$ cat src/rtl/tws_pkg.sv
package tws_pkg;

  // ***************************************
  // timing
  // ***************************************
  localparam int unsigned CLK_PERIOD_NS = 40;
  localparam int unsigned BEXIT_NS      = 250;
  localparam int unsigned BEXIT_CYC     =
    (BEXIT_NS + CLK_PERIOD_NS - 1) / CLK_PERIOD_NS;
  localparam int          BEXIT_W       = 4;
  localparam logic [BEXIT_W-1:0] BEXIT_CNT = BEXIT_W'(BEXIT_CYC);

  // ***************************************
  // serial register map
  // ***************************************
  localparam logic [6:0] ADR_PID    = 7'h00;
  localparam logic [6:0] ADR_REV    = 7'h01;
  localparam logic [6:0] ADR_MOTION = 7'h02;
  localparam logic [6:0] ADR_DX     = 7'h03;
  localparam logic [6:0] ADR_DY     = 7'h04;
  localparam logic [6:0] ADR_SURFACE_QUALITY  = 7'h05;
  localparam logic [6:0] ADR_SHUT_H = 7'h06;
  localparam logic [6:0] ADR_SHUT_L = 7'h07;
  localparam logic [6:0] ADR_MAXPIX = 7'h08;
  localparam logic [6:0] ADR_PIXSUM = 7'h09;
  localparam logic [6:0] ADR_MCTL   = 7'h0D;
  localparam logic [6:0] ADR_MCTL2  = 7'h19;
  localparam logic [6:0] ADR_LEDDC  = 7'h22;
  localparam logic [6:0] ADR_CRST   = 7'h3A;
  localparam logic [6:0] ADR_PID2   = 7'h3E;
  localparam logic [6:0] ADR_INVREV = 7'h3F;
  localparam logic [6:0] ADR_BURST  = 7'h63;

  localparam logic [7:0] MCTL_RST   = 8'h00;
  localparam logic [7:0] MCTL2_RST  = 8'h08;
  localparam logic [7:0] LEDDC_RST  = 8'h00;
  localparam logic [7:0] CRST_KEY   = 8'h5A;
  localparam int         PD_BIT     = 1;
  localparam int         MOT_BIT    = 7;
  localparam int         LEDDC_BIT  = 0;
  localparam int         DIR_BIT    = 7;

  localparam int         BURST_LEN  = 7;
  localparam int         BIDX_W     = 3;
  localparam logic [BIDX_W-1:0] BIDX_LAST = BIDX_W'(BURST_LEN - 1);

  typedef enum logic [2:0] {
    ST_IDLE  = 3'b000,
    ST_WDATA = 3'b001,
    ST_RDATA = 3'b010,
    ST_BURST = 3'b011,
    ST_RHOLD = 3'b100
  } tws_state_e;

  // ***************************************
  // bus register map
  // ***************************************
  localparam int              AXI_AW      = 4;
  localparam logic [AXI_AW-1:0] OFS_CTRL  = 4'h0;
  localparam logic [AXI_AW-1:0] OFS_STAT  = 4'h4;
  localparam logic [AXI_AW-1:0] OFS_LASTWR = 4'h8;
  localparam logic [31:0]     CTRL_RST    = 32'h0000_0840;
  localparam int              CTRL_PER_LSB = 0;
  localparam int              CTRL_ON_LSB  = 8;
  localparam int              STAT_PD     = 0;
  localparam int              STAT_LOCK   = 1;
  localparam int              STAT_ST_LSB = 2;
  localparam int              STAT_LED    = 5;
  localparam int              LW_ADDR_LSB = 8;
  localparam logic [1:0]      RESP_OKAY   = 2'b00;
  localparam logic [1:0]      RESP_SLVERR = 2'b10;

endpackage : tws_pkg

$ cat src/rtl/tws_port.sv
`timescale 1ns/1ps
`default_nettype none
module tws_port
  import tws_pkg::*;
#(
  parameter logic [7:0] PRODUCT_ID  = 8'hA5, // arbitrary value
  parameter logic [7:0] REVISION_ID = 8'h03, // arbitrary value
  parameter logic [7:0] PRODUCT_ID2 = 8'h5C  // arbitrary value
) (
  input  wire logic              mclk_i,
  input  wire logic              rstn_i,
  input  wire logic              sclk_i,
  input  wire logic              port_select_n_i,
  input  wire logic              sdio_i,
  output logic                   sdio_o,
  output logic                   sdio_oe_o,
  input  wire logic              chip_reset_n_i,
  output logic                   illum_led_drive_o,
  input  wire logic              motion_det_i,
  input  wire logic [7:0]        delta_x_i,
  input  wire logic [7:0]        delta_y_i,
  input  wire logic [7:0]        surface_quality_i,
  input  wire logic [15:0]       shutter_i,
  input  wire logic [7:0]        max_pixel_i,
  input  wire logic [7:0]        pixel_sum_i,
  input  wire logic [AXI_AW-1:0] s_axi_awaddr_i,
  input  wire logic              s_axi_awvalid_i,
  output logic                   s_axi_awready_o,
  input  wire logic [31:0]       s_axi_wdata_i,
  input  wire logic [3:0]        s_axi_wstrb_i,
  input  wire logic              s_axi_wvalid_i,
  output logic                   s_axi_wready_o,
  output logic [1:0]             s_axi_bresp_o,
  output logic                   s_axi_bvalid_o,
  input  wire logic              s_axi_bready_i,
  input  wire logic [AXI_AW-1:0] s_axi_araddr_i,
  input  wire logic              s_axi_arvalid_i,
  output logic                   s_axi_arready_o,
  output logic [31:0]            s_axi_rdata_o,
  output logic [1:0]             s_axi_rresp_o,
  output logic                   s_axi_rvalid_o,
  input  wire logic              s_axi_rready_i
);

  // ***************************************
  // pin synchronisers and edges
  // ***************************************
  logic sclk_s, cs_n_s, sdio_s, crst_n_s, sclk_d_reg;
  tws_sync #(.W(4)) u_sync (
    .mclk_i (mclk_i),
    .rstn_i (rstn_i),
    .d_i    ({sclk_i, port_select_n_i, sdio_i, chip_reset_n_i}),
    .q_o    ({sclk_s, cs_n_s, sdio_s, crst_n_s})
  );

  always_ff @(posedge mclk_i) begin
    if (!rstn_i) sclk_d_reg <= 1'b1;
    else         sclk_d_reg <= sclk_s;
  end

  logic sclk_rise, sclk_fall, soft_rst_reg, core_rst, active;
  assign sclk_rise = sclk_s & ~sclk_d_reg;
  assign sclk_fall = ~sclk_s & sclk_d_reg;
  assign core_rst  = !rstn_i || !crst_n_s || soft_rst_reg;
  assign active    = !core_rst && !cs_n_s;

  // ***************************************
  // command decode
  // ***************************************
  tws_state_e        state_reg;
  logic [2:0]        bitcnt_reg;
  logic [7:0]        sh_reg, cmd_reg, tx_reg, rd_byte;
  logic [BIDX_W-1:0] idx_reg;
  logic              lock_reg;
  logic [7:0]        buf_reg [BURST_LEN];
  logic [7:0]        cmd;
  logic              in_bit, byte_end, addr_done, rd_start, wr_done;
  logic              data_end, burst_start, burst_next;

  assign cmd         = {sh_reg[6:0], sdio_s};
  assign in_bit      = active && sclk_rise;
  assign byte_end    = in_bit && bitcnt_reg == 3'd7;
  assign addr_done   = byte_end && state_reg == ST_IDLE && !lock_reg;
  assign rd_start    = addr_done && !cmd[DIR_BIT];
  assign wr_done     = byte_end && state_reg == ST_WDATA;
  assign data_end    = byte_end &&
                       (state_reg == ST_RDATA || state_reg == ST_BURST);
  assign burst_start = rd_start && cmd[6:0] == ADR_BURST;
  assign burst_next  = data_end && state_reg == ST_BURST &&
                       idx_reg != BIDX_LAST;

  // ***************************************
  // serial state machine
  // ***************************************
  always_ff @(posedge mclk_i) begin
    if (!active) begin
      state_reg  <= ST_IDLE;
      bitcnt_reg <= 3'd0;
      sh_reg     <= 8'h00;
    end else begin
      case (state_reg)
        ST_IDLE: begin
          if (sclk_rise && !lock_reg) begin
            sh_reg     <= cmd;
            bitcnt_reg <= bitcnt_reg + 3'd1;
            if (addr_done) begin
              if (cmd[DIR_BIT]) state_reg <= ST_WDATA;
              else if (burst_start) state_reg <= ST_BURST;
              else state_reg <= ST_RDATA;
            end
          end
        end
        ST_WDATA: begin
          if (sclk_rise) begin
            sh_reg     <= cmd;
            bitcnt_reg <= bitcnt_reg + 3'd1;
            if (wr_done) state_reg <= ST_IDLE;
          end
        end
        ST_RDATA, ST_BURST: begin
          if (sclk_rise) begin
            bitcnt_reg <= bitcnt_reg + 3'd1;
            if (data_end && !burst_next) state_reg <= ST_RHOLD;
          end
        end
        ST_RHOLD: begin
          if (sclk_fall) state_reg <= ST_IDLE;
        end
        default: state_reg <= ST_IDLE;
      endcase
    end
  end

  always_ff @(posedge mclk_i) begin
    if (!rstn_i) cmd_reg <= 8'h00;
    else if (addr_done) cmd_reg <= cmd;
  end

  // ***************************************
  // burst capture and exit lock
  // ***************************************
  always_ff @(posedge mclk_i) begin
    if (burst_start) begin
      buf_reg[0] <= delta_x_i;
      buf_reg[1] <= delta_y_i;
      buf_reg[2] <= surface_quality_i;
      buf_reg[3] <= shutter_i[15:8];
      buf_reg[4] <= shutter_i[7:0];
      buf_reg[5] <= max_pixel_i;
      buf_reg[6] <= pixel_sum_i;
    end
  end

  always_ff @(posedge mclk_i) begin
    if (core_rst || burst_start) idx_reg <= '0;
    else if (burst_next) idx_reg <= idx_reg + 3'd1;
  end

  logic [BEXIT_W-1:0] exit_cnt_reg;
  always_ff @(posedge mclk_i) begin
    if (core_rst) begin
      lock_reg     <= 1'b0;
      exit_cnt_reg <= '0;
    end else if (burst_start) begin
      lock_reg     <= 1'b1;
      exit_cnt_reg <= '0;
    end else if (!cs_n_s) begin
      exit_cnt_reg <= '0;
    end else if (lock_reg) begin
      exit_cnt_reg <= exit_cnt_reg + 4'd1;
      if (exit_cnt_reg == BEXIT_CNT - 4'd1) lock_reg <= 1'b0;
    end
  end

  // ***************************************
  // serial registers
  // ***************************************
  logic [7:0] mctl_reg, mctl2_reg, leddc_reg;
  logic [7:0] lw_addr_reg, lw_data_reg;
  logic       pd_reg;

  always_ff @(posedge mclk_i) begin
    if (core_rst) begin
      mctl_reg  <= MCTL_RST;
      mctl2_reg <= MCTL2_RST;
      leddc_reg <= LEDDC_RST;
      pd_reg    <= 1'b0;
    end else if (wr_done) begin
      case (cmd_reg[6:0])
        ADR_MCTL: begin
          mctl_reg <= cmd;
          if (cmd[PD_BIT]) pd_reg <= 1'b1;
        end
        ADR_MCTL2: mctl2_reg <= cmd;
        ADR_LEDDC: leddc_reg <= cmd;
        default: ;
      endcase
    end
  end

  always_ff @(posedge mclk_i) begin
    if (!rstn_i) begin
      soft_rst_reg <= 1'b0;
      lw_addr_reg  <= 8'h00;
      lw_data_reg  <= 8'h00;
    end else begin
      soft_rst_reg <= wr_done && cmd_reg[6:0] == ADR_CRST &&
                      cmd == CRST_KEY;
      if (wr_done) begin
        lw_addr_reg <= cmd_reg;
        lw_data_reg <= cmd;
      end
    end
  end

  always_comb begin
    rd_byte = 8'h00;
    case (cmd[6:0])
      ADR_PID:    rd_byte = PRODUCT_ID;
      ADR_REV:    rd_byte = REVISION_ID;
      ADR_MOTION: rd_byte[MOT_BIT] = motion_det_i;
      ADR_DX:     rd_byte = delta_x_i;
      ADR_DY:     rd_byte = delta_y_i;
      ADR_SURFACE_QUALITY:  rd_byte = surface_quality_i;
      ADR_SHUT_H: rd_byte = shutter_i[15:8];
      ADR_SHUT_L: rd_byte = shutter_i[7:0];
      ADR_MAXPIX: rd_byte = max_pixel_i;
      ADR_PIXSUM: rd_byte = pixel_sum_i;
      ADR_MCTL:   rd_byte = mctl_reg;
      ADR_MCTL2:  rd_byte = mctl2_reg;
      ADR_LEDDC:  rd_byte = leddc_reg;
      ADR_PID2:   rd_byte = PRODUCT_ID2;
      ADR_INVREV: rd_byte = ~REVISION_ID;
      ADR_BURST:  rd_byte = delta_x_i; // first byte of the stream
      default:    rd_byte = 8'h00;
    endcase
  end

  // ***************************************
  // data line driver
  // ***************************************
  always_ff @(posedge mclk_i) begin
    if (!active) begin
      sdio_oe_o <= 1'b0;
      sdio_o    <= 1'b0;
      tx_reg    <= 8'h00;
    end else if (rd_start) begin
      tx_reg <= rd_byte;
    end else if (burst_next) begin
      tx_reg <= buf_reg[idx_reg + 3'd1];
    end else if (sclk_fall) begin
      if (state_reg == ST_RDATA || state_reg == ST_BURST) begin
        sdio_oe_o <= 1'b1;
        sdio_o    <= tx_reg[7];
        tx_reg    <= {tx_reg[6:0], 1'b0};
      end else begin
        sdio_oe_o <= 1'b0;
      end
    end
  end

  // ***************************************
  // illumination drive
  // ***************************************
  logic [31:0] ctrl_reg;
  logic [7:0]  led_cnt_reg, led_per, led_on;
  assign led_per = ctrl_reg[CTRL_PER_LSB +: 8];
  assign led_on  = ctrl_reg[CTRL_ON_LSB +: 8];

  always_ff @(posedge mclk_i) begin
    if (!rstn_i || led_cnt_reg >= led_per) led_cnt_reg <= 8'h00;
    else led_cnt_reg <= led_cnt_reg + 8'h01;
  end

  always_ff @(posedge mclk_i) begin
    if (core_rst || pd_reg) illum_led_drive_o <= 1'b0;
    else illum_led_drive_o <= leddc_reg[LEDDC_BIT] || motion_det_i ||
                              led_cnt_reg < led_on;
  end

  // ***************************************
  // AXI4-Lite slave
  // ***************************************
  logic [31:0]       wdata_reg, rmux;
  logic [3:0]        wstrb_reg;
  logic [AXI_AW-1:0] awaddr_reg;
  logic              aw_full_reg, w_full_reg;

  assign s_axi_awready_o = !aw_full_reg && !s_axi_bvalid_o;
  assign s_axi_wready_o  = !w_full_reg && !s_axi_bvalid_o;
  assign s_axi_arready_o = !s_axi_rvalid_o;

  always_ff @(posedge mclk_i) begin
    if (!rstn_i) begin
      aw_full_reg    <= 1'b0;
      w_full_reg     <= 1'b0;
      awaddr_reg     <= '0;
      wdata_reg      <= '0;
      wstrb_reg      <= '0;
      ctrl_reg       <= CTRL_RST;
      s_axi_bvalid_o <= 1'b0;
      s_axi_bresp_o  <= RESP_OKAY;
    end else begin
      if (s_axi_awvalid_i && s_axi_awready_o) begin
        aw_full_reg <= 1'b1;
        awaddr_reg  <= s_axi_awaddr_i;
      end
      if (s_axi_wvalid_i && s_axi_wready_o) begin
        w_full_reg <= 1'b1;
        wdata_reg  <= s_axi_wdata_i;
        wstrb_reg  <= s_axi_wstrb_i;
      end
      if (aw_full_reg && w_full_reg) begin
        aw_full_reg    <= 1'b0;
        w_full_reg     <= 1'b0;
        s_axi_bvalid_o <= 1'b1;
        s_axi_bresp_o  <= RESP_OKAY;
        if (awaddr_reg == OFS_CTRL) begin
          for (int b = 0; b < 4; b++) begin
            if (wstrb_reg[b]) ctrl_reg[b*8 +: 8] <= wdata_reg[b*8 +: 8];
          end
        end else if (awaddr_reg != OFS_STAT && awaddr_reg != OFS_LASTWR) begin
          s_axi_bresp_o <= RESP_SLVERR;
        end
      end else if (s_axi_bvalid_o && s_axi_bready_i) begin
        s_axi_bvalid_o <= 1'b0;
      end
    end
  end

  always_comb begin
    rmux = 32'h0000_0000;
    case (s_axi_araddr_i)
      OFS_CTRL: rmux = ctrl_reg;
      OFS_STAT: begin
        rmux[STAT_PD]            = pd_reg;
        rmux[STAT_LOCK]          = lock_reg;
        rmux[STAT_ST_LSB +: 3]   = state_reg;
        rmux[STAT_LED]           = illum_led_drive_o;
      end
      OFS_LASTWR: rmux[15:0] = {lw_addr_reg, lw_data_reg};
      default: rmux = 32'h0000_0000;
    endcase
  end

  always_ff @(posedge mclk_i) begin
    if (!rstn_i) begin
      s_axi_rvalid_o <= 1'b0;
      s_axi_rdata_o  <= '0;
      s_axi_rresp_o  <= RESP_OKAY;
    end else if (s_axi_arvalid_i && s_axi_arready_o) begin
      s_axi_rvalid_o <= 1'b1;
      s_axi_rdata_o  <= rmux;
      s_axi_rresp_o  <= (s_axi_araddr_i == OFS_CTRL ||
                         s_axi_araddr_i == OFS_STAT ||
                         s_axi_araddr_i == OFS_LASTWR) ?
                        RESP_OKAY : RESP_SLVERR;
    end else if (s_axi_rready_i) begin
      s_axi_rvalid_o <= 1'b0;
    end
  end
endmodule : tws_port
`default_nettype wire

$ cat src/rtl/tws_sync.sv
`timescale 1ns/1ps
`default_nettype none
module tws_sync #(
  parameter int W = 1
) (
  input  wire logic         mclk_i,
  input  wire logic         rstn_i,
  input  wire logic [W-1:0] d_i,
  output logic      [W-1:0] q_o
);

  logic [W-1:0] meta_reg;

  // ***************************************
  // two-stage synchroniser, idles high
  // ***************************************
  always_ff @(posedge mclk_i) begin
    if (!rstn_i) begin
      meta_reg <= '1;
      q_o      <= '1;
    end else begin
      meta_reg <= d_i;
      q_o      <= meta_reg;
    end
  end

endmodule : tws_sync
`default_nettype wire

$ cat config.mk
export PLATFORM = sky130hd
export DESIGN_NAME = tws_port
export DESIGN_NICKNAME = d
export VERILOG_FILES = /design/src/rtl/tws_pkg.sv /design/src/rtl/tws_port.sv /design/src/rtl/tws_sync.sv
export SDC_FILE = /design/constraint.sdc
export NUM_CORES = 1
export LEC_CHECK = 0
export ABC_AREA = 1
export BUFFER_PORTS_ARGS = -buffer_cell sky130_fd_sc_hd__clkbuf_2
export CAP_MARGIN = 20
export CELL_PAD_IN_SITES_DETAIL_PLACEMENT = 0
export CELL_PAD_IN_SITES_GLOBAL_PLACEMENT = 1
export CORE_UTILIZATION = 44
export CTS_BUF_LIST = sky130_fd_sc_hd__clkbuf_8
export DETAILED_ROUTE_END_ITERATION = 10
export MAX_ROUTING_LAYER = met4
export PLACE_DENSITY = 0.81
export SLEW_MARGIN = 20
export SYNTH_ARGS = -nofsm -noshare
export SYNTH_HDL_FRONTEND = slang
export SYNTH_HIERARCHICAL = 1
export SYNTH_SLANG_ARGS = --single-unit
$ cat constraint.sdc
create_clock -name mclk_i -period 3.7 [get_ports mclk_i]
set_input_delay 0.74 -clock mclk_i [delete_from_list [all_inputs] [get_ports mclk_i]]
set_output_delay 0.74 -clock mclk_i [all_outputs]
set_load 0.01 [all_outputs]
==> implementation parameters <==
Parameter                              Value

Floorplan
  I/O pin count ... 156
  Num rows ... 58
  Initial core utilization ... 0.453
  Area of the core ... 25,500 µm²
  Y dimension of the die ... 164 µm
  Full die area ... 26,900 µm²
  Horizontal die dimension ... 164 µm

Placement
  GPL Wtd Cong ... 0.898
  Buffers on Ports ... 153
  Pre-CTS worst setup slack ... 0.740 ns
  HPWL after DPL ... 23.0 mm

Layout
  Fraction of final layout cells with drive strength greater than 1 ... 0.160
  Largest register FFs ... 56
  Area grow syn2layout ... 15.9%
  Net total in the final layout ... 1,761
  Finished Core Util ... 0.525
  Most common library cell in the layout ignoring fill and taps ... nand2_1
  Antenna diode count ... 0
  Most used cells in the layout excluding fill and tap cells ... nand2_1 (265), nor2_1 (219), dfxtp_1 (209)

Logic synthesis
  Synthesis Warnings ... 6
  Synth Register Bits ... 265
  Syn avg cell area ... 7.79 µm²
  Synth Flop Type ... dfxtp_1
  Sequential area share after synthesis ... 0.509
  Cell count after synthesis ... 1,481
  Share of flip-flops with an asynchronous set or reset after synthesis ... 0
  Mapped cell area ... 11,500 µm²
  Count of flip-flops with a built-in enable after synthesis ... 56
  Count of distinct cell types in the synthesized netlist ... 41

Worst setup path
  Max stage delay cell, worst path ... ha_1
  Cell seen most often among critical-path stages ... nand2_1
  Maximum fanout count along the critical path ... 27
  Slowest Stage Delay on Critical Path ... 0.78 ns
  Critical path startpoint category ... flop
  Kind of end point of the critical path ... flop
  Start-to-end type of the worst setup path ... reg -> reg
  Worst-path cell chain ... buf_4 > clkinv_1 > buf_4 > ha_1 > inv_1 > nand3_1 > nand2_1 > nand2_1 > nand2_1 > nand2_1 > nand3_1 > nand2_1 > inv_1 > a21oi_1
  Worst path arrival time ... 3.48 ns
  Critical path data required time ... 4.18 ns

Timing
  Final hold violations ... 0
  Post-layout worst setup margin ... 0.701 ns
  Share of the clock period used by the worst path after layout ... 0.810
  Achievable Freq ... 333 MHz
  Slew of the pin with the lowest slew margin ... 0.963 ns
  Setup repair after global routing missed its margin ... no
  Pins over their slew limit ... 0
  Number of setup violations in the final report ... 0
  Worst relative slew slack ... 0.355
  Sum Neg Setup Slack ... 0 ns
  Clock skew after layout ... 0.0135 ns
  Time the worst path needs with I/O delays and setup ... 3.00 ns

Pwr
  Power Dens Cells ... 447 nW/µm²
  Gate power share ... 0.062
  Lkg Pwr ... 5.87 nW
  Internal portion of total power ... 4.54 mW
  Clock Power Share ... 0.423
  Sequential fraction of design power ... 0.514
  Switching power ... 1.44 mW
  Switching part of the total ... 0.241
  Worst supply voltage drop on vdd ... 244 µV

Routing
  Final routed DRC violation total ... 0
  Vias post-DR ... 10,321
  Final routed wire length divided by cell count ... 16.4 µm
  Via-to-Cell Ratio ... 5.20
  Routed Wire Length ... 32.6 mm
  Post-detailed-route count of antenna-violating nets ... 0
  Pre-Repair DR Iteration Count ... 5
  Initial detailed-routing violation count ... 790

CTS
  Worst-case clock buffer depth ... 3
  CTS tree ... yes
  Latest clock arrival within the worst-skew pair ... 0.56 ns
  Post-CTS resize count ... 0
  Number of buffers added by the clock tree synthesis step ... 45
  Sinks on Clock Net ... 265
  Number of hold buffers added after CTS ... 0
  Number of post-CTS setup repair buffers ... 0
  Root Buffer ... clkbuf_8
  CTS H-Tree Depth ... 2
  Clock input transition at the sequential cells of the worst setup and hold paths ... 0.06 ns

Global route
  Vias in the first global route ... 9,659
  Overflow left after global routing ... 0
  All-layer global routing usage ... 0.252
  Maximum number of pins on one net before global-route repair ... 68
  Wire length of the first global-routing pass ... 51.1 mm
  Initial antenna violation count ... 0

Status
  Result of the run ... finished, final reports clean

Worst hold path
  Class of the tightest hold or removal check ... in -> reg

Flow run
  Maximum capacitance violations ... 0
cell usage after synthesis (11+ instances only):
master      n  area [µm²]
a21oi_1   114         571
buf_2      11        55.1
clkbuf_1   40         150
dfxtp_1   209        4180
edfxtp_1   56        1680
ha_1       22         275
inv_1     127         477
inv_2      12        45.0
nand2_1   265         995
nand3_1   140         701
nor2_1    220         826
o21ai_0   163         816
o221ai_1   13         114
final cells by class:
class	count	area, µm²
Sequential cell	265	5870
Timing Repair Buffer	163	856
Clock buffer	57	785
Tap cell	330	413
Inverter	143	538
Multi-Input combinational cell	1009	4840
Clock inverter	16	70.1
Fill cell	2459	12100
worst max-delay path, delay by kind of cell (launching register included):
| family | cells | cell delay [ns] |
|---|---|---|
| AOI/OAI and AO/OA | 1 | 0.13 |
| adders and majority gates | 1 | 0.78 |
| buffers and inverters | 5 | 1.09 |
| DFF | 1 | 0.31 |
| and+or+nand+nor | 7 | 0.60 |
cells by family after synthesis:
group           synth area share
other cells             0.000325
flops                      0.509
buf+inv                   0.0729
compound gates             0.146
fa+ha+maj                 0.0239
xor+xnor                 0.00456
simple gates               0.244
worst paths after layout:
path	start	endpoint	slack (ns)	depth (start not counted)
worst max-delay path	idx_reg[0]$_SDFFE_PP0N_	tx_reg[4]$_SDFFE_PN0P_	0.70	14
worst min-delay path	port_select_n_i	u_sync/meta_reg[2]$_SDFF_PN1_	0.36	3
worst max register to register	idx_reg[0]$_SDFFE_PP0N_	tx_reg[4]$_SDFFE_PN0P_	0.70	14
worst min register to register	u_sync/meta_reg[2]$_SDFF_PN1_	u_sync/q_o[2]$_SDFF_PN1_	0.41	2
routing by layer:
| metal | GRT usage | vias up | part of all wire |
|---|---|---|---|
| li1 | - | 5201 | - |
| met1 | 0.333 | 4703 | 0.46 |
| met2 | 0.395 | 358 | 0.45 |
| met3 | 0.0407 | 59 | 0.062 |
| met4 | 0.0758 | 0 | 0.023 |
| met5 | - | - | 0 |
power by group through the flow:
| stage | combinational (mW) | clock (mW) | sequential [mW] |
|---|---|---|---|
| after detailed placement | 0.375 | 0 | 3.14 |
| after floorplan | 0.206 | 0 | 3.13 |
| after global routing | 0.422 | 2.71 | 3.08 |
| after CTS | 0.375 | 2.58 | 3.08 |
| after global placement | 0.370 | 0 | 3.14 |
| final | 0.372 | 2.53 | 3.08 |
metrics by stage:
stage	total power, mW	hold slack, ns	std cells	instance area (µm²)
finish	5.98	0.362	1983	13400
floorplan	3.34	0.380	1482	11500
global route	6.22	0.346	1983	13400
detailed placement	3.51	0.397	1910	12500
global placement	3.51	0.383	1910	12500
CTS	6.03	0.342	1983	13400
No activity file was read; power rests on OpenSTA's default activity.
